## src/hdl/sas_defines.vh

```
// constants for the successive-approximation converter sequencer
`ifndef SAS_DEFINES_VH
`define SAS_DEFINES_VH
`define SAS_ADDR_CTRL 8'hd8
`define SAS_ADDR_RESULT 8'hd9
`define SAS_ADDR_REFPROG 8'hda
`define SAS_CTRL_RESET 8'h00
`define SAS_RESULT_RESET 8'h00
`define SAS_REFPROG_RESET 8'h00
`define SAS_CTRL_CHAN_LSB 0
`define SAS_CTRL_CHAN_MSB 2
`define SAS_CTRL_CONT_BIT 3
`define SAS_CTRL_BUSY_BIT 4
`define SAS_CTRL_DONE_BIT 5
`define SAS_REF_LOW_LSB 0
`define SAS_REF_LOW_MSB 3
`define SAS_REF_HIGH_LSB 4
`define SAS_REF_HIGH_MSB 7
`define SAS_CONV_CYCLES 15
`define SAS_SAMPLE_CYCLES 7
`define SAS_STEPS 8
`endif

```

## src/hdl/sas_ref_decode.v

```verilog
// maps a 4-bit reference selection to an 8-bit fraction of the external span
`timescale 1ns/1ns
module sas_ref_decode (
  // selection
  input wire [3:0] sel_i,
  input wire high_i,
  // level as fraction of span, 8'hff meaning full
  output wire [7:0] level_o
);
  // zero selection yields the external reference itself
  assign level_o = (sel_i == 4'h0) ? (high_i ? 8'hff : 8'h00) : {sel_i, 4'h0};
endmodule

```

## src/hdl/sas_sar_step.v

```verilog
// one trial of the approximation register
`timescale 1ns/1ns
module sas_sar_step (
  // state
  input wire [7:0] code_i,
  input wire [2:0] bit_i,
  input wire keep_i,
  // next code
  output reg [7:0] code_o
);
  reg [7:0] one;
  integer k;
  always @* begin
    one = 8'h00;
    for (k = 0; k < 8; k = k + 1) begin
      if (k == bit_i) begin
        one[k] = 1'b1;
      end
    end
    code_o = code_i;
    if (!keep_i) begin
      code_o = code_i & ~one;
    end
    if (bit_i != 3'd0) begin
      code_o = code_o | (one >> 1);
    end
  end
endmodule

```

## src/hdl/sas_top.v

```verilog
// sequencer of the 8-bit successive-approximation converter
// Notes on behaviour
// - result is unsigned code 00 to ff
// - first trial compares held input with half
// - later trials keep bits, add next weight
// - exactly eight trials, msb first
// - duration fixed, independent of input
// - input sampled each of seven sampling cycles, held whole conversion
// - low and high references from sixteen steps
// - selection zero gives external references
// - reference program write stores and starts
// - writing zero converts with external references
// - write during conversion restarts from start
// - result register written at completion
// - result register is plain storage otherwise
// - conversion takes fifteen machine cycles
// - one of eight channels via multiplexer
// - continuous mode repeats on same channel
`timescale 1ns/1ns
`include "sas_defines.vh"
module sas_top (
  // clock and reset
  input wire clk_i,
  input wire rstn_i,
  // special function register port
  input wire [7:0] sfr_addr_i,
  input wire [7:0] sfr_wdata_i,
  input wire sfr_wr_i,
  input wire sfr_rd_i,
  output reg [7:0] sfr_rdata_o,
  // analog side, digitised channels and comparator
  input wire [63:0] chan_level_i,
  input wire cmp_above_i,
  output reg [2:0] mux_sel_o,
  output reg sample_o,
  output reg [7:0] trial_o,
  output reg [7:0] internal_low_reference_o,
  output reg [7:0] internal_high_reference_o,
  output reg [7:0] held_level_o,
  // status
  output reg busy_o,
  output reg done_o
);
  localparam ST_IDLE = 2'd0;
  localparam ST_SAMPLE = 2'd1;
  localparam ST_CONV = 2'd2;
  reg [1:0] state_r;
  reg [1:0] state_nxt;
  reg [7:0] converter_control_r;
  reg [7:0] conversion_result_r;
  reg [7:0] reference_program_start_r;
  reg [3:0] cnt_r;
  reg [2:0] bit_r;
  reg [7:0] code_r;
  reg cont_r;
  wire wr_ctrl;
  wire wr_res;
  wire wr_ref;
  wire [7:0] low_lvl;
  wire [7:0] high_lvl;
  wire [7:0] next_code;
  wire last_step;
  wire above;
  assign wr_ctrl = sfr_wr_i && (sfr_addr_i == `SAS_ADDR_CTRL);
  assign wr_res = sfr_wr_i && (sfr_addr_i == `SAS_ADDR_RESULT);
  assign wr_ref = sfr_wr_i && (sfr_addr_i == `SAS_ADDR_REFPROG);
  assign last_step = (state_r == ST_CONV) && (cnt_r == 4'd`SAS_CONV_CYCLES - 4'd1);
  // comparator is sampled at the last cycle of each trial
  assign above = cmp_above_i;

  ////////////////////////////////////////////////////////////////////////
  // reference selection decode
  sas_ref_decode u_low (
    .sel_i(reference_program_start_r[`SAS_REF_LOW_MSB:`SAS_REF_LOW_LSB]),
    .high_i(1'b0),
    .level_o(low_lvl)
  );
  sas_ref_decode u_high (
    .sel_i(reference_program_start_r[`SAS_REF_HIGH_MSB:`SAS_REF_HIGH_LSB]),
    .high_i(1'b1),
    .level_o(high_lvl)
  );

  sas_sar_step u_step (
    .code_i(code_r),
    .bit_i(bit_r),
    .keep_i(above),
    .code_o(next_code)
  );

  ////////////////////////////////////////////////////////////////////////
  // sequence control
  always @* begin
    state_nxt = state_r;
    case (state_r)
      ST_IDLE: begin
        state_nxt = ST_IDLE;
      end
      ST_SAMPLE: begin
        if (cnt_r == 4'd`SAS_SAMPLE_CYCLES - 4'd1) begin
          state_nxt = ST_CONV;
        end
      end
      ST_CONV: begin
        if (last_step) begin
          state_nxt = cont_r ? ST_SAMPLE : ST_IDLE;
        end
      end
      default: begin
        state_nxt = ST_IDLE;
      end
    endcase
    if (wr_ref) begin
      state_nxt = ST_SAMPLE;
    end
  end

  ////////////////////////////////////////////////////////////////////////
  // state and step counter
  always @(posedge clk_i or negedge rstn_i) begin
    if (!rstn_i) begin
      state_r <= ST_IDLE;
      cnt_r <= 4'h0;
    end else begin
      state_r <= state_nxt;
      // fixed count, no early exit on any input value
      if (wr_ref || last_step) begin
        cnt_r <= 4'h0;
      end else if (state_r != ST_IDLE) begin
        cnt_r <= cnt_r + 4'h1;
      end
    end
  end

  ////////////////////////////////////////////////////////////////////////
  // software registers
  always @(posedge clk_i or negedge rstn_i) begin
    if (!rstn_i) begin
      converter_control_r <= `SAS_CTRL_RESET;
      reference_program_start_r <= `SAS_REFPROG_RESET;
    end else begin
      if (wr_ctrl) begin
        converter_control_r <= sfr_wdata_i;
      end
      if (wr_ref) begin
        reference_program_start_r <= sfr_wdata_i;
      end
    end
  end

  ////////////////////////////////////////////////////////////////////////
  // channel and mode taken at start
  always @(posedge clk_i or negedge rstn_i) begin
    if (!rstn_i) begin
      cont_r <= 1'b0;
      mux_sel_o <= 3'h0;
    end else begin
      if (wr_ref) begin
        cont_r <= converter_control_r[`SAS_CTRL_CONT_BIT];
        mux_sel_o <= converter_control_r[`SAS_CTRL_CHAN_MSB:`SAS_CTRL_CHAN_LSB];
      end
    end
  end

  ////////////////////////////////////////////////////////////////////////
  // decoded references
  always @(posedge clk_i or negedge rstn_i) begin
    if (!rstn_i) begin
      internal_low_reference_o <= 8'h00;
      internal_high_reference_o <= 8'hff;
    end else begin
      internal_low_reference_o <= low_lvl;
      internal_high_reference_o <= high_lvl;
    end
  end

  ////////////////////////////////////////////////////////////////////////
  // sampling and busy indication
  always @(posedge clk_i or negedge rstn_i) begin
    if (!rstn_i) begin
      sample_o <= 1'b0;
      busy_o <= 1'b0;
    end else begin
      sample_o <= (state_nxt == ST_SAMPLE);
      busy_o <= (state_nxt != ST_IDLE);
    end
  end

  ////////////////////////////////////////////////////////////////////////
  // hold and approximation register
  always @(posedge clk_i or negedge rstn_i) begin
    if (!rstn_i) begin
      held_level_o <= 8'h00;
      bit_r <= 3'h7;
      code_r <= 8'h80;
      trial_o <= 8'h80;
    end else begin
      if (state_r == ST_SAMPLE) begin
        // loaded on every sampling cycle, comparator never sees the live channel afterwards
        held_level_o <= chan_level_i[mux_sel_o*8 +: 8];
      end
      if (wr_ref || state_r == ST_SAMPLE) begin
        // a start or restart always opens with the half-span trial
        bit_r <= 3'h7;
        code_r <= 8'h80;
        trial_o <= 8'h80;
      end else if (state_r == ST_CONV && !last_step) begin
        // one trial per cycle, the last bit resolves at the final cycle
        code_r <= next_code;
        trial_o <= next_code;
        bit_r <= bit_r - 3'h1;
      end
    end
  end

  ////////////////////////////////////////////////////////////////////////
  // result register and completion flag
  always @(posedge clk_i or negedge rstn_i) begin
    if (!rstn_i) begin
      conversion_result_r <= `SAS_RESULT_RESET;
      done_o <= 1'b0;
    end else begin
      if (last_step && !wr_ref) begin
        conversion_result_r <= above ? code_r : (code_r & 8'hfe);
        done_o <= 1'b1;
      end else if (wr_res) begin
        conversion_result_r <= sfr_wdata_i;
      end
      if (wr_ref) begin
        done_o <= 1'b0;
      end
    end
  end

  ////////////////////////////////////////////////////////////////////////
  // read port
  always @(posedge clk_i or negedge rstn_i) begin
    if (!rstn_i) begin
      sfr_rdata_o <= 8'h00;
    end else if (sfr_rd_i) begin
      case (sfr_addr_i)
        `SAS_ADDR_CTRL: begin
          sfr_rdata_o <= {converter_control_r[7:6], done_o, busy_o, converter_control_r[3:0]};
        end
        `SAS_ADDR_RESULT: begin
          sfr_rdata_o <= conversion_result_r;
        end
        `SAS_ADDR_REFPROG: begin
          sfr_rdata_o <= reference_program_start_r;
        end
        default: begin
          sfr_rdata_o <= 8'h00;
        end
      endcase
    end
  end
endmodule

```

## config.mk

```make
export PLATFORM = sky130hd
export DESIGN_NAME = sas_top
export DESIGN_NICKNAME = d
export VERILOG_FILES = /design/src/hdl/sas_ref_decode.v /design/src/hdl/sas_sar_step.v /design/src/hdl/sas_top.v
export VERILOG_INCLUDE_DIRS = /design/src /design/src/hdl
export SDC_FILE = /design/constraint.sdc
export NUM_CORES = 1
export LEC_CHECK = 0
export BUFFER_PORTS_ARGS = -buffer_cell sky130_fd_sc_hd__buf_2
export CORE_MARGIN = 4
export CORE_UTILIZATION = 35
export CTS_CLUSTER_DIAMETER = 50
export DETAILED_ROUTE_END_ITERATION = 10
export GPL_ROUTABILITY_DRIVEN = 1
export SLEW_MARGIN = 40
export SYNTH_ARGS = -nofsm -noshare
export SYNTH_HDL_FRONTEND = slang
export SYNTH_SLANG_ARGS = --single-unit
```

## constraint.sdc

```tcl
create_clock -name clk_i -period 3.63 [get_ports clk_i]
set_input_delay 0.363 -clock clk_i [delete_from_list [all_inputs] [get_ports clk_i]]
set_output_delay 0.363 -clock clk_i [all_outputs]
set_load 0.01 [all_outputs]
```

Word-level counts from Yosys, hierarchy flattened
Cells that the tools add are included.
W data, S select, Z words.
Operators by class
  add/sub/neg operators: 2
  shifts and indexed selects: 1
  eq/ne operators: 15
  multiplexer cells: 29
  reduce and logical (&&, ||, !) cells: 20
  bitwise gates (word level): 3
Operators by type and width (number)
  $mux W8: 8
  $shiftx A64 B7 Y8: 1
  $eq A8 B8 Y1 const B: 3
  $pmux W8 S3: 1
  $eq A3 B3 Y1 const A: 4
  $mux W1: 12
  $reduce_bool A2 Y1: 6
  $and A8 B8 Y8: 1
  $logic_not A4 Y1: 2
  $mux W4: 2
  $not A8 Y8: 1
  $or A8 B7 Y8: 1
  $eq A2 B3 Y1 const A: 2
  $logic_and A1 B1 Y1: 6
  $mux W2: 3
  $mux W3: 2
  $add A4 B1 Y4 const B: 1
  $eq A2 B1 Y1 const B: 2
  $eq A4 B3 Y1 const B: 1
  $eq A4 B4 Y1 const B: 1
  $pmux W2 S2: 1
  $eq A1 B3 Y1 const A: 1
  $logic_not A3 Y1: 1
  $reduce_bool A3 Y1: 1
  other kinds (4): 6
Storage, ports and cells
  register bits: 80
  word-level logic and storage cells: 86

Depth between registers and ports, before layout
Gate-level depths: netlist (run 1).
  depth in word-level cells: 9
  depth in mapped cells: 7
  depth with buffers taken out: 6

By module
Synthesis (run 1) repeated with hierarchy kept, for this count alone.
Second synthesis, totals
  cells, all modules: 391
  area, all modules: 4097.7 µm²
By module, submodules not included
  sas_top: cells an instance 341, times used 1, area each 3793.6 µm²
  sas_ref_decode: cells an instance 12, times used 2, area each 85.1 µm²
  sas_sar_step: cells an instance 26, times used 1, area each 133.9 µm²

Worst setup path after synthesis (run 1)
No wires, ideal clock.
  path kind: reg2reg
  start: register state_r[0]
  end: register conversion_result_r[0]
  arrival: 1.590 ns
  required time: 3.507 ns
  library setup time: 0.123 ns
  cell stages (with the launch flop): 7
  buffers on the path: 1
  path slack: 1.917 ns
  cell sequence: dfrtp_1 -> inv_1 -> ha_1 -> and4_1 -> or3_1 -> buf_2 -> o221a_1
Between the ends
  word-level cells in the longest chain between the ends: 4
  elaborated cells on any way between the ends: 5
  classes of those cells: eq/ne: 1; mux: 1; reduce/logical: 3
Ends and longest elaborated chain
  from (decl): line sas_top.v:47  | reg [1:0] state_r;
  from (signal assigned): line sas_top.v:125  | state_r <= state_nxt;
  $eq A2 B2 Y1 (*): line sas_top.v:67  | assign last_step = (state_r == ST_CONV) && (cnt_r == 4'd`SAS_CONV_CYCLES - 4'd1);
  $logic_and A1 B1 Y1 (*): line sas_top.v:67
  $logic_and A1 B1 Y1 (*): line sas_top.v:223  | if (last_step && !wr_ref) begin
  $mux W8 or $reduce_bool A2 Y1 (tied branches)
  to (signal assigned): line sas_top.v:220  | conversion_result_r <= `SAS_RESULT_RESET;
  to (signal assigned): line sas_top.v:224  | conversion_result_r <= above ? code_r : (code_r & 8'hfe);
  to (signal assigned): line sas_top.v:227  | conversion_result_r <= sfr_wdata_i;
  to (decl): line sas_top.v:50  | reg [7:0] conversion_result_r;
Mark *: on every way between the ends. The rest lies on a longest branch, timed or not.
A chain may end at the register's enable or synchronous reset.

Worst setup path after layout (run 1)
  start: register state_r[0]
  end: register conversion_result_r[4]
Same word-level chain as after synthesis.

==> results of run 1 <==
==> stage by stage <==
| step | cells | hold WS, ns | total power [mW] | cell area (um2) | utilization (%) |
|---|---|---|---|---|---|
| 2_1_floorplan | 332 | 0.06741 | 1.001 | 3786 | - |
| 3_5_place_dp | 569 | 0.3940 | 1.116 | 4459 | 42.81 |
| 4_1_cts | 585 | 0.1394 | 1.801 | 4673 | 44.86 |
| 5_1_grt | 586 | 0.1671 | 1.872 | 4684 | 44.97 |
| 6_report | 586 | 0.1052 | 1.779 | 4684 | 44.97 |
| 3_3_place_gp | 569 | 0.3976 | 1.111 | 4454 | 42.76 |
==> how the worst max path moves through the flow <==
| stage | from | endpoint | slack, ns | cells past startpoint |
|---|---|---|---|---|
| final | state_r[0] | conversion_result_r[4] | 1.54 | 6 |
| after global routing | state_r[0] | conversion_result_r[1] | 1.36 | 6 |
| after CTS | state_r[0] | conversion_result_r[1] | 1.56 | 6 |
| after detailed placement | sfr_addr_i[0] | reference_program_start_r[5] | 1.57 | 4 |
| after global placement | state_r[0] | conversion_result_r[6] | 1.58 | 6 |
| after floorplan | state_r[0] | conversion_result_r[0] | 1.92 | 6 |
==> routing by layer <==
layer	part of all wire (%)	up-vias	global-route usage [%]
met5	0	-	0
met4	1.6	0	4.785
met3	3.5	13	2.989
met2	52	46	26.62
met1	43	1469	18.75
li1	-	1411	-
==> power by group through the flow <==
stage | Sequential [mW] | Combinational, mW | Clock [mW]
finish | 0.879 | 0.217 | 0.682
global placement | 0.895 | 0.216 | 0
CTS | 0.881 | 0.222 | 0.699
detailed placement | 0.896 | 0.220 | 0
global route | 0.887 | 0.243 | 0.742
floorplan | 0.901 | 0.100 | 0
==> critical path: stages, from the launching register on <==
cell and delay, ns:
sky130_fd_sc_hd__dfrtp_1 0.42, sky130_fd_sc_hd__inv_1 0.09, sky130_fd_sc_hd__ha_1 0.40, sky130_fd_sc_hd__and4_1 0.33
sky130_fd_sc_hd__o21ai_0 0.13, sky130_fd_sc_hd__a22oi_2 0.38, sky130_fd_sc_hd__o221a_1 0.27
==> state kept, by name, summed over array words and instances (netlist names) <==
register	count
internal_high_reference_o	5
held_level_o	8
done_o	1
sfr_rdata_o	8
bit_r	3
busy_o	1
reference_program_start_r	8
mux_sel_o	3
converter_control_r	6
cont_r	1
code_r	8
conversion_result_r	8
sample_o	1
cnt_r	4
internal_low_reference_o	4
state_r	2
==> logic make-up (layout without fill, tap and decap cells) <==
logic type,count (synthesis),count (layout),synth area share (%)
AOI/OAI and AO/OA,58,58,10.31
xor gates and xnor gates,5,5,1.160
adders and majority gates,10,10,3.315
buffers and inverters,45,163,5.601
DFF,71,71,47.37
muxes,50,50,19.16
other,1,4,0.09934
and+or+nand+nor,89,89,12.99
==> cell type report <==
| type | count | area, um2 | share of cell area, % |
|---|---|---|---|
| inverter | 19 | 71.32 | 1.522 |
| tap | 136 | 170.2 | 3.632 |
| multi-input combinational | 216 | 1787 | 38.14 |
| clock inverter | 6 | 86.33 | 1.843 |
| sequential | 71 | 1789 | 38.19 |
| clock buffer | 10 | 127.6 | 2.724 |
| timing repair buffer | 128 | 653.1 | 13.94 |
==> cell usage in the layout (no fill, tap or decap), types with 7 or more instances in the layout <==
cell	n
sky130_fd_sc_hd__o221a_1	8
sky130_fd_sc_hd__mux2i_1	16
sky130_fd_sc_hd__nor2_1	28
sky130_fd_sc_hd__nand3_1	7
sky130_fd_sc_hd__inv_1	18
sky130_fd_sc_hd__mux2_2	14
sky130_fd_sc_hd__dfrtp_1	61
sky130_fd_sc_hd__o22ai_1	8
sky130_fd_sc_hd__or3_1	11
sky130_fd_sc_hd__mux4_2	16
sky130_fd_sc_hd__clkbuf_8	9
sky130_fd_sc_hd__ha_1	10
sky130_fd_sc_hd__buf_2	126
sky130_fd_sc_hd__a21oi_1	24
sky130_fd_sc_hd__dfstp_2	9
sky130_fd_sc_hd__nand2_1	18
sky130_fd_sc_hd__o21ai_0	7
==> results.yml, run 1 <==
pwr:
  total_leakage_power_nw: 2.172
  power.ir.vdd_worst_uv: 175.1
  comb_power_share_pct: 12.2
  clockPowerShare_pct: 38.3
  seqPwrFrac_pct: 49.4
  internal_power_contribution_mw: 1.342
  switchingPower_uw: 436.4
  cellPowerDensity_nw_per_um2: 379.7
  p_sw_share_pct: 24.54
synth:
  synth-main-ff-cell: "sky130_fd_sc_hd__dfrtp_1"
  netlist.top_cell.by_area: "sky130_fd_sc_hd__dfrtp_1"
  post_synth_main_area_contributors: "sky130_fd_sc_hd__dfrtp_1 (41%), sky130_fd_sc_hd__mux4_2 (9.5%), sky130_fd_sc_hd__dfstp_2 (6.3%)"
  synth.yosys.seq_area_share_pct: 47.36
  synth_largest_type_area_fraction_pct: 41.10
  synth.lib_cells_used.distinct: 48
  synth-warning-count: 0
  post_synthesis_register_bit_count: 71
  avgSynthCellArea_um2: 11.47
  fraction_of_registers_with_async_set_or_reset_after_synthesis_pct: 100.0
  number_of_enable_type_register_cells_in_the_synthesized_netlist: 0
  most_repeated_cell_in_the_gate_level_netlist_after_synthesis: "sky130_fd_sc_hd__dfrtp_1"
  synth.cell_area_um2: 3775
  netlist_top_cells_count: "sky130_fd_sc_hd__dfrtp_1 (62), sky130_fd_sc_hd__nor2_1 (28), sky130_fd_sc_hd__a21oi_1 (24)"
  synthesis.instances: 329
routing:
  post-route-drc-count: 0
  route.final.wire_length_mm: 9.221
  detailedRoute.firstIterationViolations: 131
  post_drt_via_cell_ratio: 5.015
  firstDrtPassIters: 4
  drt.antenna.violating_nets: 0
  routed-via-count: 2939
  wire_per_inst_um: 15.74
grt:
  global_route.usage.total_pct: 15.16
  number_of_antenna_violations_at_the_first_check_in_global_routing: 0
  number_of_global_route_vias_before_repair: 3150
  gr-total-overflow: 0
  grt_max_degree: 72
  grt_first_pass_wirelength_mm: 15.54
timing:
  fin_worst_skew_ns: 0.009029
  layout_worst_path_cycle_share_pct: 57.65
  rsz0062_at_grt: "no"
  worst_slew_pin_slew_ns: 0.7351
  finalSetupTns_ns: 0
  fin_crit_ns: 2.093
  timing.slew.headroom_pct: 50.99
  timing_hold_violations_final: 0
  setup_viol: 0
  top_achievable_clock_speed_ghz: 0.4779
  finalMaxSlewViolations: 0
  fin_ws_ns: 1.537
worst_setup_path:
  timing.rr.start: "state_r[0]"
  crit_path_start_kind: "flip-flop"
  worstPathRequired_ns: 3.91
  r2r_end: "conversion_result_r[4]"
  critical_path.max_fanout: 13
  number_of_cells_on_the_worst_reg_to_reg_path: 6
  r2r_slack_ns: 1.54
  worst_ep_arrival_time_ns: 2.37
  worstSetupEndpointType: "flip-flop"
  criticalPathCategory: "flip-flop to flip-flop"
placement:
  place_congestion: 0.8423
  buffers_added_on_ports: 126
  place_ws_ns: 1.568
  hpwl_mm: 7.126
final_layout:
  final.fill_count: 1014
  final_net_count: 540
  antenna_cells: 0
  areaGrowthSynthToFinish_pct: 24.10
  share_of_layout_cells_above_drive_strength_1_pct: 42.67
clock_tree:
  cts_hold_bufs: 0
  clk_transition_reported_paths_ns: 0.08
  cts_resized: 0
  clkLatencyLatePin_ns: 0.34
  cts_made_buffers: 9
  cts.repair_timing.setup_buffer_count: 0
  tritoncts: "built"
  htreeDepth: 3
  clockBufferDepth: 2
  cts-root-buf: "sky130_fd_sc_hd__clkbuf_8"
  clock_sinks: 71
floorplan:
  core-area_um2: 10420
  ios: 131
  die_boundary_width_um: 111.9
  chipHeight_um: 111.9
  row_count: 37
  floorplan.initialDensity_pct: 36.24
  fp.dieArea_um2: 12510
run:
  cap_viol_max_count: 0
hold_path:
  worst_hold_path_type: "primary input to async pin"
outcome:
  status: "finished, final reports clean"
Power figures use the tool's default switching activity.
==> run 2, diff against run 1 <==
==> constraint.sdc (replaced) <==
create_clock -name clk_i -period 2.1 [get_ports clk_i]
set_input_delay 0.21 -clock clk_i [delete_from_list [all_inputs] [get_ports clk_i]]
set_output_delay 0.21 -clock clk_i [all_outputs]
set_load 0.01 [all_outputs]
==> results.yml, run 2 (same netlist as run 1, synthesis figures left out) <==
worst_setup_path:
  worstPathRequired_ns: 2.33
  r2r_end: "conversion_result_r[0]"
  worstSetupEndpointType: "flip-flop"
  critPathBufInv: 1
  critical_path.cell_chain: "inv_1, ha_1, and4_1, or3_1, o221a_1"
  worst_ep_arrival_time_ns: 2.06
  timing.rr.start: "cnt_r[0]"
  number_of_cells_on_the_worst_reg_to_reg_path: 5
  crit_slowest_cell: "sky130_fd_sc_hd__or3_1"
  crit_path_start_kind: "flip-flop"
  critical_path.max_fanout: 8
  cpLargestDelayFamily: "simple AND/OR/NAND/NOR gates"
  r2r_slack_ns: 0.27
  criticalPathCategory: "flip-flop to flip-flop"
  critPathMaxStageDelay_ns: 0.48
  worst_setup_path_startpoint: "cnt_r[0]"
clock_tree:
  cts.repair_timing.setup_buffer_count: 0
  cts_resized: 0
  cts-root-buf: "sky130_fd_sc_hd__clkbuf_8"
  htreeDepth: 3
  tritoncts: "built"
  clockBufferDepth: 2
  clock_sinks: 71
  clk_transition_reported_paths_ns: 0.08
  cts_hold_bufs: 1
  clkLatencyLatePin_ns: 0.34
  cts_made_buffers: 9
timing:
  setup_viol: 0
  finalHoldWorstSlack_ns: 0.1308
  fin_worst_skew_ns: 0.009471
  finalMaxSlewViolations: 0
  fin_crit_ns: 1.834
  rsz0062_at_grt: "no"
  timing_hold_violations_final: 0
  fin_ws_ns: 0.2665
  worst_slew_pin_slew_ns: 0.6151
  timing.slew.headroom_pct: 58.62
  top_achievable_clock_speed_ghz: 0.5454
  layout_worst_path_cycle_share_pct: 87.31
  finalSetupTns_ns: 0
placement:
  hpwl_mm: 7.494
  buffers_added_on_ports: 126
  place_congestion: 0.8508
  place_ws_ns: 0.2755
routing:
  route.final.wire_length_mm: 9.390
  firstDrtPassIters: 4
  post-route-drc-count: 0
  detailedRoute.firstIterationViolations: 139
  wire_per_inst_um: 15.86
  routed-via-count: 2963
  drt.antenna.violating_nets: 0
  post_drt_via_cell_ratio: 5.005
run:
  cap_viol_max_count: 0
hold_path:
  min_from: "sfr_wdata_i[5]"
  worst_hold_path_type: "primary input to flip-flop"
  min_to: "reference_program_start_r[5]"
  whs_path_depth: 2
grt:
  global_route.usage.total_pct: 14.87
  grt_first_pass_wirelength_mm: 15.23
  number_of_antenna_violations_at_the_first_check_in_global_routing: 0
  grt_max_degree: 29
  gr-total-overflow: 0
  number_of_global_route_vias_before_repair: 3083
floorplan:
  floorplan.initialDensity_pct: 36.24
  ios: 131
  fp.dieArea_um2: 12510
  core-area_um2: 10420
  chipHeight_um: 111.9
  die_boundary_width_um: 111.9
  row_count: 37
final_layout:
  most-common-layout-cells: "sky130_fd_sc_hd__buf_2 (126), sky130_fd_sc_hd__dfrtp_1 (62), sky130_fd_sc_hd__nor2_1 (28), sky130_fd_sc_hd__a21oi_1 (24)"
  antenna_cells: 0
  mostFrequentLayoutCell: "sky130_fd_sc_hd__buf_2"
  share_of_layout_cells_above_drive_strength_1_pct: 42.98
  areaGrowthSynthToFinish_pct: 24.36
  final_net_count: 546
pwr:
  cellPowerDensity_nw_per_um2: 608.7
  power.ir.vdd_worst_uv: 262.3
  total_leakage_power_nw: 2.178
outcome:
  status: "finished, final reports clean"
==> run 2: routing by layer <==
layer,track usage (%),part of all wire (%)
met1,18.50,43
met2,25.62,51
met3,2.446,3.8
met4,6.164,1.9
met5,0,0
==> run 2: worst max-delay path by stage <==
| stage | to | depth (start not counted) |
|---|---|---|
| floorplan | conversion_result_r[0] | 6 |
| global placement | conversion_result_r[7] | 5 |
| detailed placement | conversion_result_r[0] | 5 |
| CTS | conversion_result_r[0] | 5 |
| global route | conversion_result_r[0] | 5 |
| finish | conversion_result_r[0] | 5 |
==> run 2: power breakdown <==
group	switching, mW	internal (mW)	leakage, nW	total [mW]
clock network	0.525	0.432	0.0789	0.957
registers	0.0575	1.46	0.875	1.52
logic	0.188	0.193	1.22	0.381
==> run 2: final cells by class <==
class                   count  area, um2
inverters                  19      71.32
well taps                 136      170.2
multi-input cells         216       1787
clock inverters             6      45.04
fillers                  1000       5722
clock buffers              10      127.6
repair buffers            134      705.7
flip-flops and latches     71       1788
==> run 2: stage by stage <==
stage | cells | total power, mW | util, % | cell area (um2)
after floorplan | 332 | 1.731 | - | 3786
after global placement | 575 | 1.920 | 43.32 | 4512
after detailed placement | 575 | 1.933 | 43.32 | 4512
after CTS | 592 | 2.904 | 45.07 | 4695
after global routing | 592 | 3.010 | 45.07 | 4695
final | 592 | 2.857 | 45.07 | 4695
